[src/rtl/ccpms_params.svh]
`ifndef CCPMS_PARAMS_SVH
`define CCPMS_PARAMS_SVH
// ---------------------------------------------------------------
// Sizes
// ---------------------------------------------------------------
`define CCPMS_NCH 10
`define CCPMS_NTMR 5
// ---------------------------------------------------------------
// Mode codes
// ---------------------------------------------------------------
`define CCPMS_M_OFF 4'h0
`define CCPMS_M_TOGGLE 4'h2
`define CCPMS_M_CAP_FALL 4'h4
`define CCPMS_M_CAP_RISE 4'h5
`define CCPMS_M_CAP_4 4'h6
`define CCPMS_M_CAP_16 4'h7
`define CCPMS_M_SET 4'h8
`define CCPMS_M_CLR 4'h9
`define CCPMS_M_SWINT 4'ha
`define CCPMS_M_SPECIAL 4'hb
`define CCPMS_M_PWM_TOP 2'h3
`define CCPMS_PRE4_LAST 4'h3
`define CCPMS_PRE16_LAST 4'hf
`define CCPMS_PRE_ONE 4'h1
// ---------------------------------------------------------------
// Field positions and masks
// ---------------------------------------------------------------
`define CCPMS_MODE_LSB 0
`define CCPMS_DUTY_LSB 4
`define CCPMS_CTL_WMASK 8'h3f
`define CCPMS_TSEL2_WMASK 8'h0f
// ---------------------------------------------------------------
// Register addresses
// ---------------------------------------------------------------
`define CCPMS_A_CH_END 8'h28
`define CCPMS_F_CTL 2'h0
`define CCPMS_F_RL 2'h1
`define CCPMS_F_RH 2'h2
`define CCPMS_A_TSEL0 8'h40
`define CCPMS_A_TSEL1 8'h41
`define CCPMS_A_TSEL2 8'h42
`define CCPMS_A_FLAG_LO 8'h44
`define CCPMS_A_FLAG_HI 8'h45
`define CCPMS_A_MASK_LO 8'h46
`define CCPMS_A_MASK_HI 8'h47
// ---------------------------------------------------------------
// Period timer indices
// ---------------------------------------------------------------
`define CCPMS_T2 3'h0
`define CCPMS_T4 3'h1
`define CCPMS_T6 3'h2
`define CCPMS_T8 3'h3
`define CCPMS_T10 3'h4
`endif

[src/rtl/ccpms_pkg.sv]
package ccpms_pkg;
  typedef struct packed {
    logic [7:0] ctl;
    logic [7:0] rl;
    logic [7:0] rh;
    logic [9:0] duty;
    logic [3:0] pre;
    logic out;
    logic match;
    logic in_prev;
  } ccpms_ch_t;

  typedef struct packed {
    logic tick;
    logic [7:0] period;
    logic [9:0] base;
  } ccpms_tmr_t;

  typedef struct packed {
    ccpms_ch_t [9:0] ch;
    logic [2:0][7:0] tsel;
    logic [9:0] flags;
    logic [9:0] mask;
    logic [9:0] sync1;
    logic [9:0] sync2;
    logic [7:0] rdata;
    logic [4:0] tclr;
    logic adc;
  } ccpms_state_t;
endpackage : ccpms_pkg

[src/rtl/ccpms_top.sv]
`timescale 1ns/1ps
`include "ccpms_params.svh"
`default_nettype none
module ccpms_top
  import ccpms_pkg::*;
(
  input wire logic ref_clk,
  input wire logic arst_n,
  input wire logic [7:0] addr,
  input wire logic [7:0] wdata,
  input wire logic wr,
  input wire logic rd,
  output logic [7:0] rdata,
  input wire logic [9:0] ccp_in,
  output logic [9:0] ccp_out,
  output logic [9:0] ccp_oe,
  input wire logic [15:0] t1_cnt,
  input wire logic [15:0] t5_cnt,
  input wire ccpms_tmr_t [4:0] pwm_tmr,
  output logic [4:0] timer_clear,
  input wire logic adc_en,
  output logic adc_start,
  output logic irq
);
  // ---------------------------------------------------------------
  // Decode helpers
  // ---------------------------------------------------------------
  function automatic logic [1:0] tsel_of(input logic [2:0][7:0] ts, input int i);
    return ts[i / 4][(i % 4) * 2 +: 2];
  endfunction : tsel_of

  // Returns {valid, timer index}; code 11 is reserved and yields no timer
  function automatic logic [3:0] pwm_map(input int i, input logic [1:0] s);
    logic [2:0] t;
    t = `CCPMS_T2;
    if (s == 2'h1) begin
      t = (i < 4) ? `CCPMS_T4 : (i < 8) ? `CCPMS_T6 : `CCPMS_T8;
    end else if (s == 2'h2) begin
      t = (i < 4) ? `CCPMS_T6 : (i < 8) ? `CCPMS_T8 : `CCPMS_T10;
    end
    return {s != 2'h3, t};
  endfunction : pwm_map

  function automatic logic is_pwm(input logic [3:0] m);
    return m[3:2] == `CCPMS_M_PWM_TOP;
  endfunction : is_pwm

  function automatic logic drives(input logic [3:0] m);
    return is_pwm(m) || m == `CCPMS_M_TOGGLE || m == `CCPMS_M_SET || m == `CCPMS_M_CLR;
  endfunction : drives

  ccpms_state_t s_q;
  ccpms_state_t s_d;
  logic [9:0] cmp_hit;
  logic [9:0] cap_ev;
  logic [9:0] per_hit;

  // ---------------------------------------------------------------
  // Next state
  // ---------------------------------------------------------------
  always_comb begin
    logic [3:0] m;
    logic [1:0] sel;
    logic [15:0] tval;
    logic [3:0] pm;
    logic [2:0] ti;
    logic [9:0] nd;
    logic rise;
    logic fall;
    logic eq;
    m = '0;
    sel = '0;
    tval = '0;
    pm = '0;
    ti = '0;
    nd = '0;
    rise = 1'b0;
    fall = 1'b0;
    eq = 1'b0;
    s_d = s_q;
    cmp_hit = '0;
    cap_ev = '0;
    per_hit = '0;
    s_d.tclr = '0;
    s_d.adc = 1'b0;
    s_d.rdata = '0;
    s_d.sync1 = ccp_in;
    s_d.sync2 = s_q.sync1;
    if (rd) begin
      if (addr < `CCPMS_A_CH_END) begin
        case (addr[1:0])
          `CCPMS_F_CTL: s_d.rdata = s_q.ch[addr[7:2]].ctl;
          `CCPMS_F_RL: s_d.rdata = s_q.ch[addr[7:2]].rl;
          `CCPMS_F_RH: s_d.rdata = s_q.ch[addr[7:2]].rh;
          default: s_d.rdata = '0;
        endcase
      end else begin
        case (addr)
          `CCPMS_A_TSEL0: s_d.rdata = s_q.tsel[0];
          `CCPMS_A_TSEL1: s_d.rdata = s_q.tsel[1];
          `CCPMS_A_TSEL2: s_d.rdata = s_q.tsel[2];
          `CCPMS_A_FLAG_LO: s_d.rdata = s_q.flags[7:0];
          `CCPMS_A_FLAG_HI: s_d.rdata = {6'h00, s_q.flags[9:8]};
          `CCPMS_A_MASK_LO: s_d.rdata = s_q.mask[7:0];
          `CCPMS_A_MASK_HI: s_d.rdata = {6'h00, s_q.mask[9:8]};
          default: s_d.rdata = '0;
        endcase
      end
    end
    // Software writes first, so hardware events below take priority
    if (wr) begin
      if (addr < `CCPMS_A_CH_END) begin
        case (addr[1:0])
          `CCPMS_F_CTL: s_d.ch[addr[7:2]].ctl = wdata & `CCPMS_CTL_WMASK;
          `CCPMS_F_RL: s_d.ch[addr[7:2]].rl = wdata;
          `CCPMS_F_RH: s_d.ch[addr[7:2]].rh = wdata;
          default: ;
        endcase
      end else begin
        case (addr)
          `CCPMS_A_TSEL0: s_d.tsel[0] = wdata;
          `CCPMS_A_TSEL1: s_d.tsel[1] = wdata;
          `CCPMS_A_TSEL2: s_d.tsel[2] = wdata & `CCPMS_TSEL2_WMASK;
          `CCPMS_A_FLAG_LO: s_d.flags[7:0] = s_q.flags[7:0] & ~wdata;
          `CCPMS_A_FLAG_HI: s_d.flags[9:8] = s_q.flags[9:8] & ~wdata[1:0];
          `CCPMS_A_MASK_LO: s_d.mask[7:0] = wdata;
          `CCPMS_A_MASK_HI: s_d.mask[9:8] = wdata[1:0];
          default: ;
        endcase
      end
    end
    for (int i = 0; i < `CCPMS_NCH; i++) begin
      m = s_q.ch[i].ctl[`CCPMS_MODE_LSB +: 4];
      sel = tsel_of(s_q.tsel, i);
      tval = sel[0] ? t5_cnt : t1_cnt;
      eq = tval == {s_q.ch[i].rh, s_q.ch[i].rl};
      rise = s_q.sync2[i] & ~s_q.ch[i].in_prev;
      fall = ~s_q.sync2[i] & s_q.ch[i].in_prev;
      s_d.ch[i].in_prev = s_q.sync2[i];
      s_d.ch[i].match = 1'b0;
      case (m)
        `CCPMS_M_OFF: begin
          s_d.ch[i].out = 1'b0;
          s_d.ch[i].pre = '0;
          s_d.ch[i].duty = '0;
        end
        `CCPMS_M_CAP_FALL: cap_ev[i] = fall;
        `CCPMS_M_CAP_RISE: cap_ev[i] = rise;
        `CCPMS_M_CAP_4, `CCPMS_M_CAP_16: begin
          if (rise) begin
            if (s_q.ch[i].pre == (m == `CCPMS_M_CAP_4 ? `CCPMS_PRE4_LAST : `CCPMS_PRE16_LAST)) begin
              cap_ev[i] = 1'b1;
              s_d.ch[i].pre = '0;
            end else begin
              s_d.ch[i].pre = s_q.ch[i].pre + `CCPMS_PRE_ONE;
            end
          end
        end
        `CCPMS_M_TOGGLE, `CCPMS_M_SET, `CCPMS_M_CLR, `CCPMS_M_SWINT, `CCPMS_M_SPECIAL: begin
          // Timers advance slower than the clock; act on the first equal cycle only
          s_d.ch[i].match = eq;
          cmp_hit[i] = eq & ~s_q.ch[i].match;
          if (cmp_hit[i]) begin
            case (m)
              `CCPMS_M_TOGGLE: s_d.ch[i].out = ~s_q.ch[i].out;
              `CCPMS_M_SET: s_d.ch[i].out = 1'b1;
              `CCPMS_M_CLR: s_d.ch[i].out = 1'b0;
              `CCPMS_M_SPECIAL: s_d.adc = adc_en;
              default: ;
            endcase
            if (m != `CCPMS_M_TOGGLE) begin
              s_d.flags[i] = 1'b1;
            end
          end
        end
        default: begin
          if (is_pwm(m)) begin
            pm = pwm_map(i, sel);
            ti = pm[2:0];
            nd = {s_q.ch[i].rl, s_q.ch[i].ctl[`CCPMS_DUTY_LSB +: 2]};
            if (pm[3]) begin
              if (pwm_tmr[ti].tick && pwm_tmr[ti].base[9:2] == pwm_tmr[ti].period) begin
                per_hit[i] = 1'b1;
                s_d.tclr[ti] = 1'b1;
                s_d.ch[i].duty = nd;
                s_d.ch[i].out = nd != '0;
              end else if (pwm_tmr[ti].base == s_q.ch[i].duty) begin
                s_d.ch[i].out = 1'b0;
              end
            end
          end
        end
      endcase
      if (cap_ev[i]) begin
        s_d.ch[i].rl = tval[7:0];
        s_d.ch[i].rh = tval[15:8];
        s_d.flags[i] = 1'b1;
      end
    end
  end

  // ---------------------------------------------------------------
  // State register
  // ---------------------------------------------------------------
  always_ff @(posedge ref_clk or negedge arst_n) begin
    if (!arst_n) begin
      s_q <= '0;
    end else begin
      s_q <= s_d;
    end
  end

  always_comb begin
    for (int i = 0; i < `CCPMS_NCH; i++) begin
      ccp_out[i] = s_q.ch[i].out;
      ccp_oe[i] = drives(s_q.ch[i].ctl[`CCPMS_MODE_LSB +: 4]);
    end
  end

  assign rdata = s_q.rdata;
  assign timer_clear = s_q.tclr;
  assign adc_start = s_q.adc;
  assign irq = |(s_q.flags & s_q.mask);

  logic [3:0] m0;
  assign m0 = s_q.ch[0].ctl[`CCPMS_MODE_LSB +: 4];
endmodule : ccpms_top
`default_nettype wire

[config.mk]
export PLATFORM = sky130hd
export DESIGN_NAME = ccpms_top
export DESIGN_NICKNAME = d
export VERILOG_FILES = /design/src/rtl/ccpms_pkg.sv /design/src/rtl/ccpms_top.sv
export VERILOG_INCLUDE_DIRS = /design/src /design/src/rtl
export SDC_FILE = /design/constraint.sdc
export NUM_CORES = 2
export LEC_CHECK = 0
export ABC_AREA = 1
export BUFFER_PORTS_ARGS = -buffer_cell sky130_fd_sc_hd__buf_2
export CELL_PAD_IN_SITES_DETAIL_PLACEMENT = 1
export CELL_PAD_IN_SITES_GLOBAL_PLACEMENT = 1
export CORE_AREA = 5 5 302 304
export DETAILED_ROUTE_END_ITERATION = 7
export DIE_AREA = 0 0 307 309
export MAX_ROUTING_LAYER = met4
export PLACE_DENSITY = 0.86
export RECOVER_POWER = 25
export SYNTH_ARGS = -nofsm -noshare
export SYNTH_HDL_FRONTEND = slang
export SYNTH_SLANG_ARGS = --single-unit
[constraint.sdc]
create_clock -name ref_clk -period 4.5 [get_ports ref_clk]
set_input_delay 0.675 -clock ref_clk [delete_from_list [all_inputs] [get_ports ref_clk]]
set_output_delay 0.675 -clock ref_clk [all_outputs]
set_load 0.05 [all_outputs]
* Word-level counts from Yosys, hierarchy flattened
Index checks and enable logic that the tools add are counted.
** Word-level totals
- Bits in registers :: 484
- Input port bits :: 158
- Output and inout bits :: 35
- Logic and storage cells :: 994
** Operators by class
- Add/sub/neg operators :: 10
- $lt $le $gt $ge :: 23
- Equality and inequality tests :: 189
- Multiplexer cells :: 426
- Bitwise gates (word level) :: 85
- Reduce and logical (&&, ||, !) cells :: 170
** Operators by type and width (count)
- bitwise mux 410 bit :: 3
- one-hot mux 410 bit (3 select lines) :: 1
- binary-select mux 19 bit (select 3 bit) :: 10
- demux 41 bit (select 4 bit) :: 3
- 2-to-1 mux 446 bit :: 1
- 2-to-1 mux 402 bit :: 1
- 2-to-1 mux 16 bit :: 20
- 2-to-1 mux 10 bit :: 30
- 2-to-1 mux 5 bit :: 40
- one-hot mux 10 bit (2 select lines) :: 10
- 2-to-1 mux 19 bit :: 10
- binary-select mux 41 bit (select 4 bit) :: 1
- == test 16 bit :: 10
- == test 4 x 3 -> 1 bit (second input constant) :: 40
- == test 4 bit (second input constant) :: 40
- 2-to-1 mux 1 bit :: 160
- 2-to-1 mux 4 bit :: 31
- OR reduction 10 bit :: 11
- == test 10 bit :: 10
- nonzero test 10 bit :: 10
- one-hot mux 1 bit (3 select lines) :: 30
- OR reduction 9 bit :: 10
- 2-to-1 mux 41 bit :: 2
- == test 8 bit :: 10
- other kinds (42) :: 409

* Depth between registers and ports, before layout
- Depth after elaboration :: 58
- Gate-level depth with buffers :: 21
- Mapped depth without buffers :: 18

* Worst setup path before layout
OpenSTA, ideal clock, no wires.
- Path kind :: register to register
- Start point :: reg s_q[64] (netlist bit)
- End point :: reg s_q (netlist bit ccp_out[5])
- Library setup time :: 0.116 ns
- Data arrival time :: 2.414 ns
- Data required time :: 4.384 ns
- Path slack :: 1.969 ns
- Cell stages (with the launch flop) :: 19
- Buffers on the path :: 5
- Clock period less this slack :: 2.531 ns
- Cell sequence :: dfrtp_1 -> buf_2 -> inv_2 -> buf_4 -> ha_1 -> buf_2 -> inv_2 -> buf_2 -> o21ai_0 -> nand2_1 -> xor2_1 -> nand2_1 -> nor2_1 -> nand3_1 -> buf_2 -> o21ai_1 -> inv_1 -> nand2_1 -> nand2_1
** RTL lines
- start: declaration :: line ccpms_top.sv:52 : ccpms_state_t s_q;
- start signal: assignment :: line ccpms_top.sv:207 : s_q <= '0;
- start signal: assignment :: line ccpms_top.sv:209 : s_q <= s_d;

==> impl_metrics.json <==
{
  "r2r-end": "timer_clear[1]",
  "synthToLayoutAreaGrowth_pct": 7.37,
  "synth.avg_cell_area_um2": 6.17,
  "antenna_found_initial": 9,
  "io_pins": 193,
  "gr-total-overflow": 0,
  "finalSetupViolCount": 0,
  "min_period_over_period_pct": 86.6,
  "final_cells": 7974,
  "ir_drop_uv": 464,
  "route.detailed.drc": 0,
  "min_to": "s_d[22]",
  "async_flop_share_pct": 100,
  "detail-route-antenna-nets": 0,
  "outcome": "finished, violations left",
  "synth_ff_type": "dfrtp_1",
  "crit_path_end_kind": "flop",
  "grt_max_degree": 84,
  "insertion_delay_ns": 0.65,
  "core-area_um2": 88000,
  "dieArea_um2": 94900,
  "routed_wl_um": 237000,
  "drv_slew": 106,
  "cap_violations": 2,
  "leakagePower_uw": 0.0216,
  "detail_route.wl_per_cell_um": 29.7,
  "timing.fmax_mhz": 257,
  "die_h_um": 309,
  "dpl.hpwl_um": 180000,
  "via_per_inst": 6.59,
  "port_buffers": 192,
  "rsz0062_at_grt": "false",
  "syn_nets": 7013,
  "drt_iter0_drc": 7143,
  "whs_path_depth": 1,
  "reg2regPathDepth": 16,
  "ys_seq_area_share_pct": 28.8,
  "cts_resized": 0,
  "crit_arrival_ns": 4.48,
  "start_util_pct": 47.7,
  "cts_buffer_depth": 3,
  "holdBufCountCts": 0,
  "post-cts-setup-buffers": 0,
  "crit_path_start_kind": "flop",
  "layout.filler_cells": 12284,
  "num_rows": 109,
  "final_layout_size_suffix_gt1_share_pct": 7.19,
  "clk_pin_slew_ns": 0.07,
  "yosys_register_bits": 484,
  "fin_ws_ns": 0.602,
  "clock_sinks": 484,
  "synth_edf_count": 0,
  "final_cell_mix": "nand2_1, o21ai_0, inv_1, nor2_1, nand3_1",
  "firstDrtPassIters": 8,
  "final_common_cell": "nand2_1",
  "vias": 52540,
  "clockRootBuffer": "clkbuf_16",
  "min_period_ns": 3.90,
  "pre_cts_ws_ns": 0.763,
  "dp.cells": 7860,
  "cp_data_required_time_ns": 5.08,
  "hp-start": "ccp_in[8]",
  "power_density_nw_per_um2": 435,
  "setup_tns_ns": 0,
  "crit_fanout": 30,
  "clock_skew_ns": 0.0209,
  "final-hold-violation-count": 0,
  "grt_use_total_pct": 49.4,
  "globalplace.congestion": 1.10,
  "grt_pass1_vias": 51079,
  "die_w_um": 307,
  "ys_types": 61,
  "cts_buffers": 55,
  "cts_tree": "done",
  "crit_type": "reg2reg",
  "hp-class": "in2reg",
  "syn_area_um2": 42000,
  "r2r_slack_ns": 0.60,
  "reg2reg_from": "s_q[64]",
  "cp_slowest_stage_delay_ns": 0.64,
  "final_nets": 6960,
  "slowest_stage": "inv_1",
  "crit_chain": "inv_2, ha_2, inv_1, buf_4, nor2_1, o21ai_0, nand2_1, nand2_1, nand2_1, nor2_1, nand3_1, nor2_1, nand3_1, nand3_1, nor2_1, nand2_1",
  "grt_pass1_wl_um": 342000,
  "violations": "max-capacitance violations, max-slew violations",
  "synthCells": 6805,
  "worst_pin_slew_ns": 2.83,
  "yosysWarnings": 0,
  "htreeDepth": 2,
  "slew_headroom_pct": -88.5
}
==> critical path: cells and delay by family, from the launching register on <==
kind / cells / cell delay (ns)
simple gates: 11 / 1.82
buf+inv: 3 / 1.17
fa+ha+maj: 1 / 0.30
flops: 1 / 0.36
compound gates: 1 / 0.16
==> cell families (layout without fill, tap and decap cells) <==
family | after synthesis | in the layout | share of synthesized area [%]
adders and majority gates | 50 | 50 | 1.49
other | 0 | 12 | 0
DFF | 484 | 484 | 28.8
and+or+nand+nor | 3506 | 3506 | 34.1
buffers and inverters | 1078 | 1070 | 11.0
xor gates and xnor gates | 123 | 123 | 2.57
AOI/OAI and AO/OA | 1564 | 1564 | 22.0
==> power by group <==
part           internal (uW)  switching, uW  total (uW)
clock network           2790           2090        4880
registers               5260           1130        6390
logic                   2320           6020        8340
total                  10400           9250       19600
==> worst max-delay path by stage <==
| stage | to | from | slack, ns |
|---|---|---|---|
| floorplan | ccp_out[5] | s_q[64] | 1.97 |
| global placement | s_q[414] | s_q[70] | 0.87 |
| detailed placement | s_q[415] | s_q[70] | 0.76 |
| CTS | s_q[415] | s_q[70] | 0.73 |
| global route | s_q[415] | s_q[70] | 0.33 |
| finish | timer_clear[1] | s_q[64] | 0.60 |
==> state kept, by name (all words and copies together), names as in the netlist <==
register / flops
s_q: 436
adc_start: 1
s_d: 20
ccp_out: 10
rdata: 8
timer_clear: 5
m0: 4
==> Yosys cell counts, types with 3 or more instances <==
cell / number / area (um^2)
a21oi_1: 269 / 1350
a21oi_2: 4 / 35.0
a221oi_1: 6 / 52.6
a22oi_1: 57 / 428
a31oi_1: 6 / 37.5
buf_1: 20 / 75.1
buf_2: 153 / 766
buf_4: 57 / 428
buf_6: 19 / 214
clkbuf_1: 145 / 544
clkbuf_2: 3 / 15.0
dfrtp_1: 484 / 12100
ha_1: 50 / 626
inv_1: 646 / 2420
inv_2: 31 / 116
nand2_1: 2278 / 8550
nand2_2: 9 / 56.3
nand3_1: 501 / 2510
nand3_2: 9 / 90.1
nand3b_1: 8 / 60.1
nand4_1: 70 / 438
nor2_1: 540 / 2030
nor2_2: 19 / 119
nor2_4: 4 / 45.0
nor3_1: 29 / 145
nor3_2: 4 / 40.0
nor4_1: 20 / 125
o2111ai_1: 3 / 26.3
o211ai_1: 148 / 1110
o21ai_0: 661 / 3310
o21ai_1: 38 / 190
o21ai_2: 3 / 26.3
o221ai_1: 64 / 561
o22ai_1: 229 / 1430
o311ai_0: 6 / 52.6
o311ai_1: 26 / 228
o31ai_1: 4 / 30.0
o32ai_1: 28 / 245
or2_2: 7 / 43.8
xnor2_1: 36 / 315
xor2_1: 87 / 762
==> per-stage QoR <==
stage | util (%) | total power, uW | hold slack [ns] | instance area, um^2
finish | 51.2 | 19600 | 0.136 | 45100
global route | 51.2 | 20400 | 0.139 | 45100
CTS | 51.3 | 19100 | 0.0964 | 45100
detailed placement | 49.1 | 14300 | 0.337 | 43200
floorplan | - | 11100 | 0.331 | 42000
global placement | 49.1 | 14000 | 0.333 | 43200
==> cell type report <==
| type | count | area, um^2 | share of cell area, % |
|---|---|---|---|
| Multi-Input combinational cell | 5243 | 25300 | 56.2 |
| Sequential cell | 484 | 12100 | 26.9 |
| Inverter | 681 | 2570 | 5.69 |
| Timing Repair Buffer | 287 | 1720 | 3.82 |
| Clock buffer | 77 | 1580 | 3.51 |
| Tap cell | 1165 | 1460 | 3.23 |
| Clock inverter | 25 | 293 | 0.650 |
| Antenna cell | 12 | 30.0 | 0.0666 |
==> routing by layer <==
layer / vias to the layer above / track usage, % / share of wire (%)
met1: 25399 / 60.5 / 37
li1: 22539 / - / -
met5: - / - / 0
met4: 0 / 39.7 / 11
met2: 3526 / 70.4 / 41
met3: 1076 / 10.4 / 11
(Power assumes the default switching activity.)
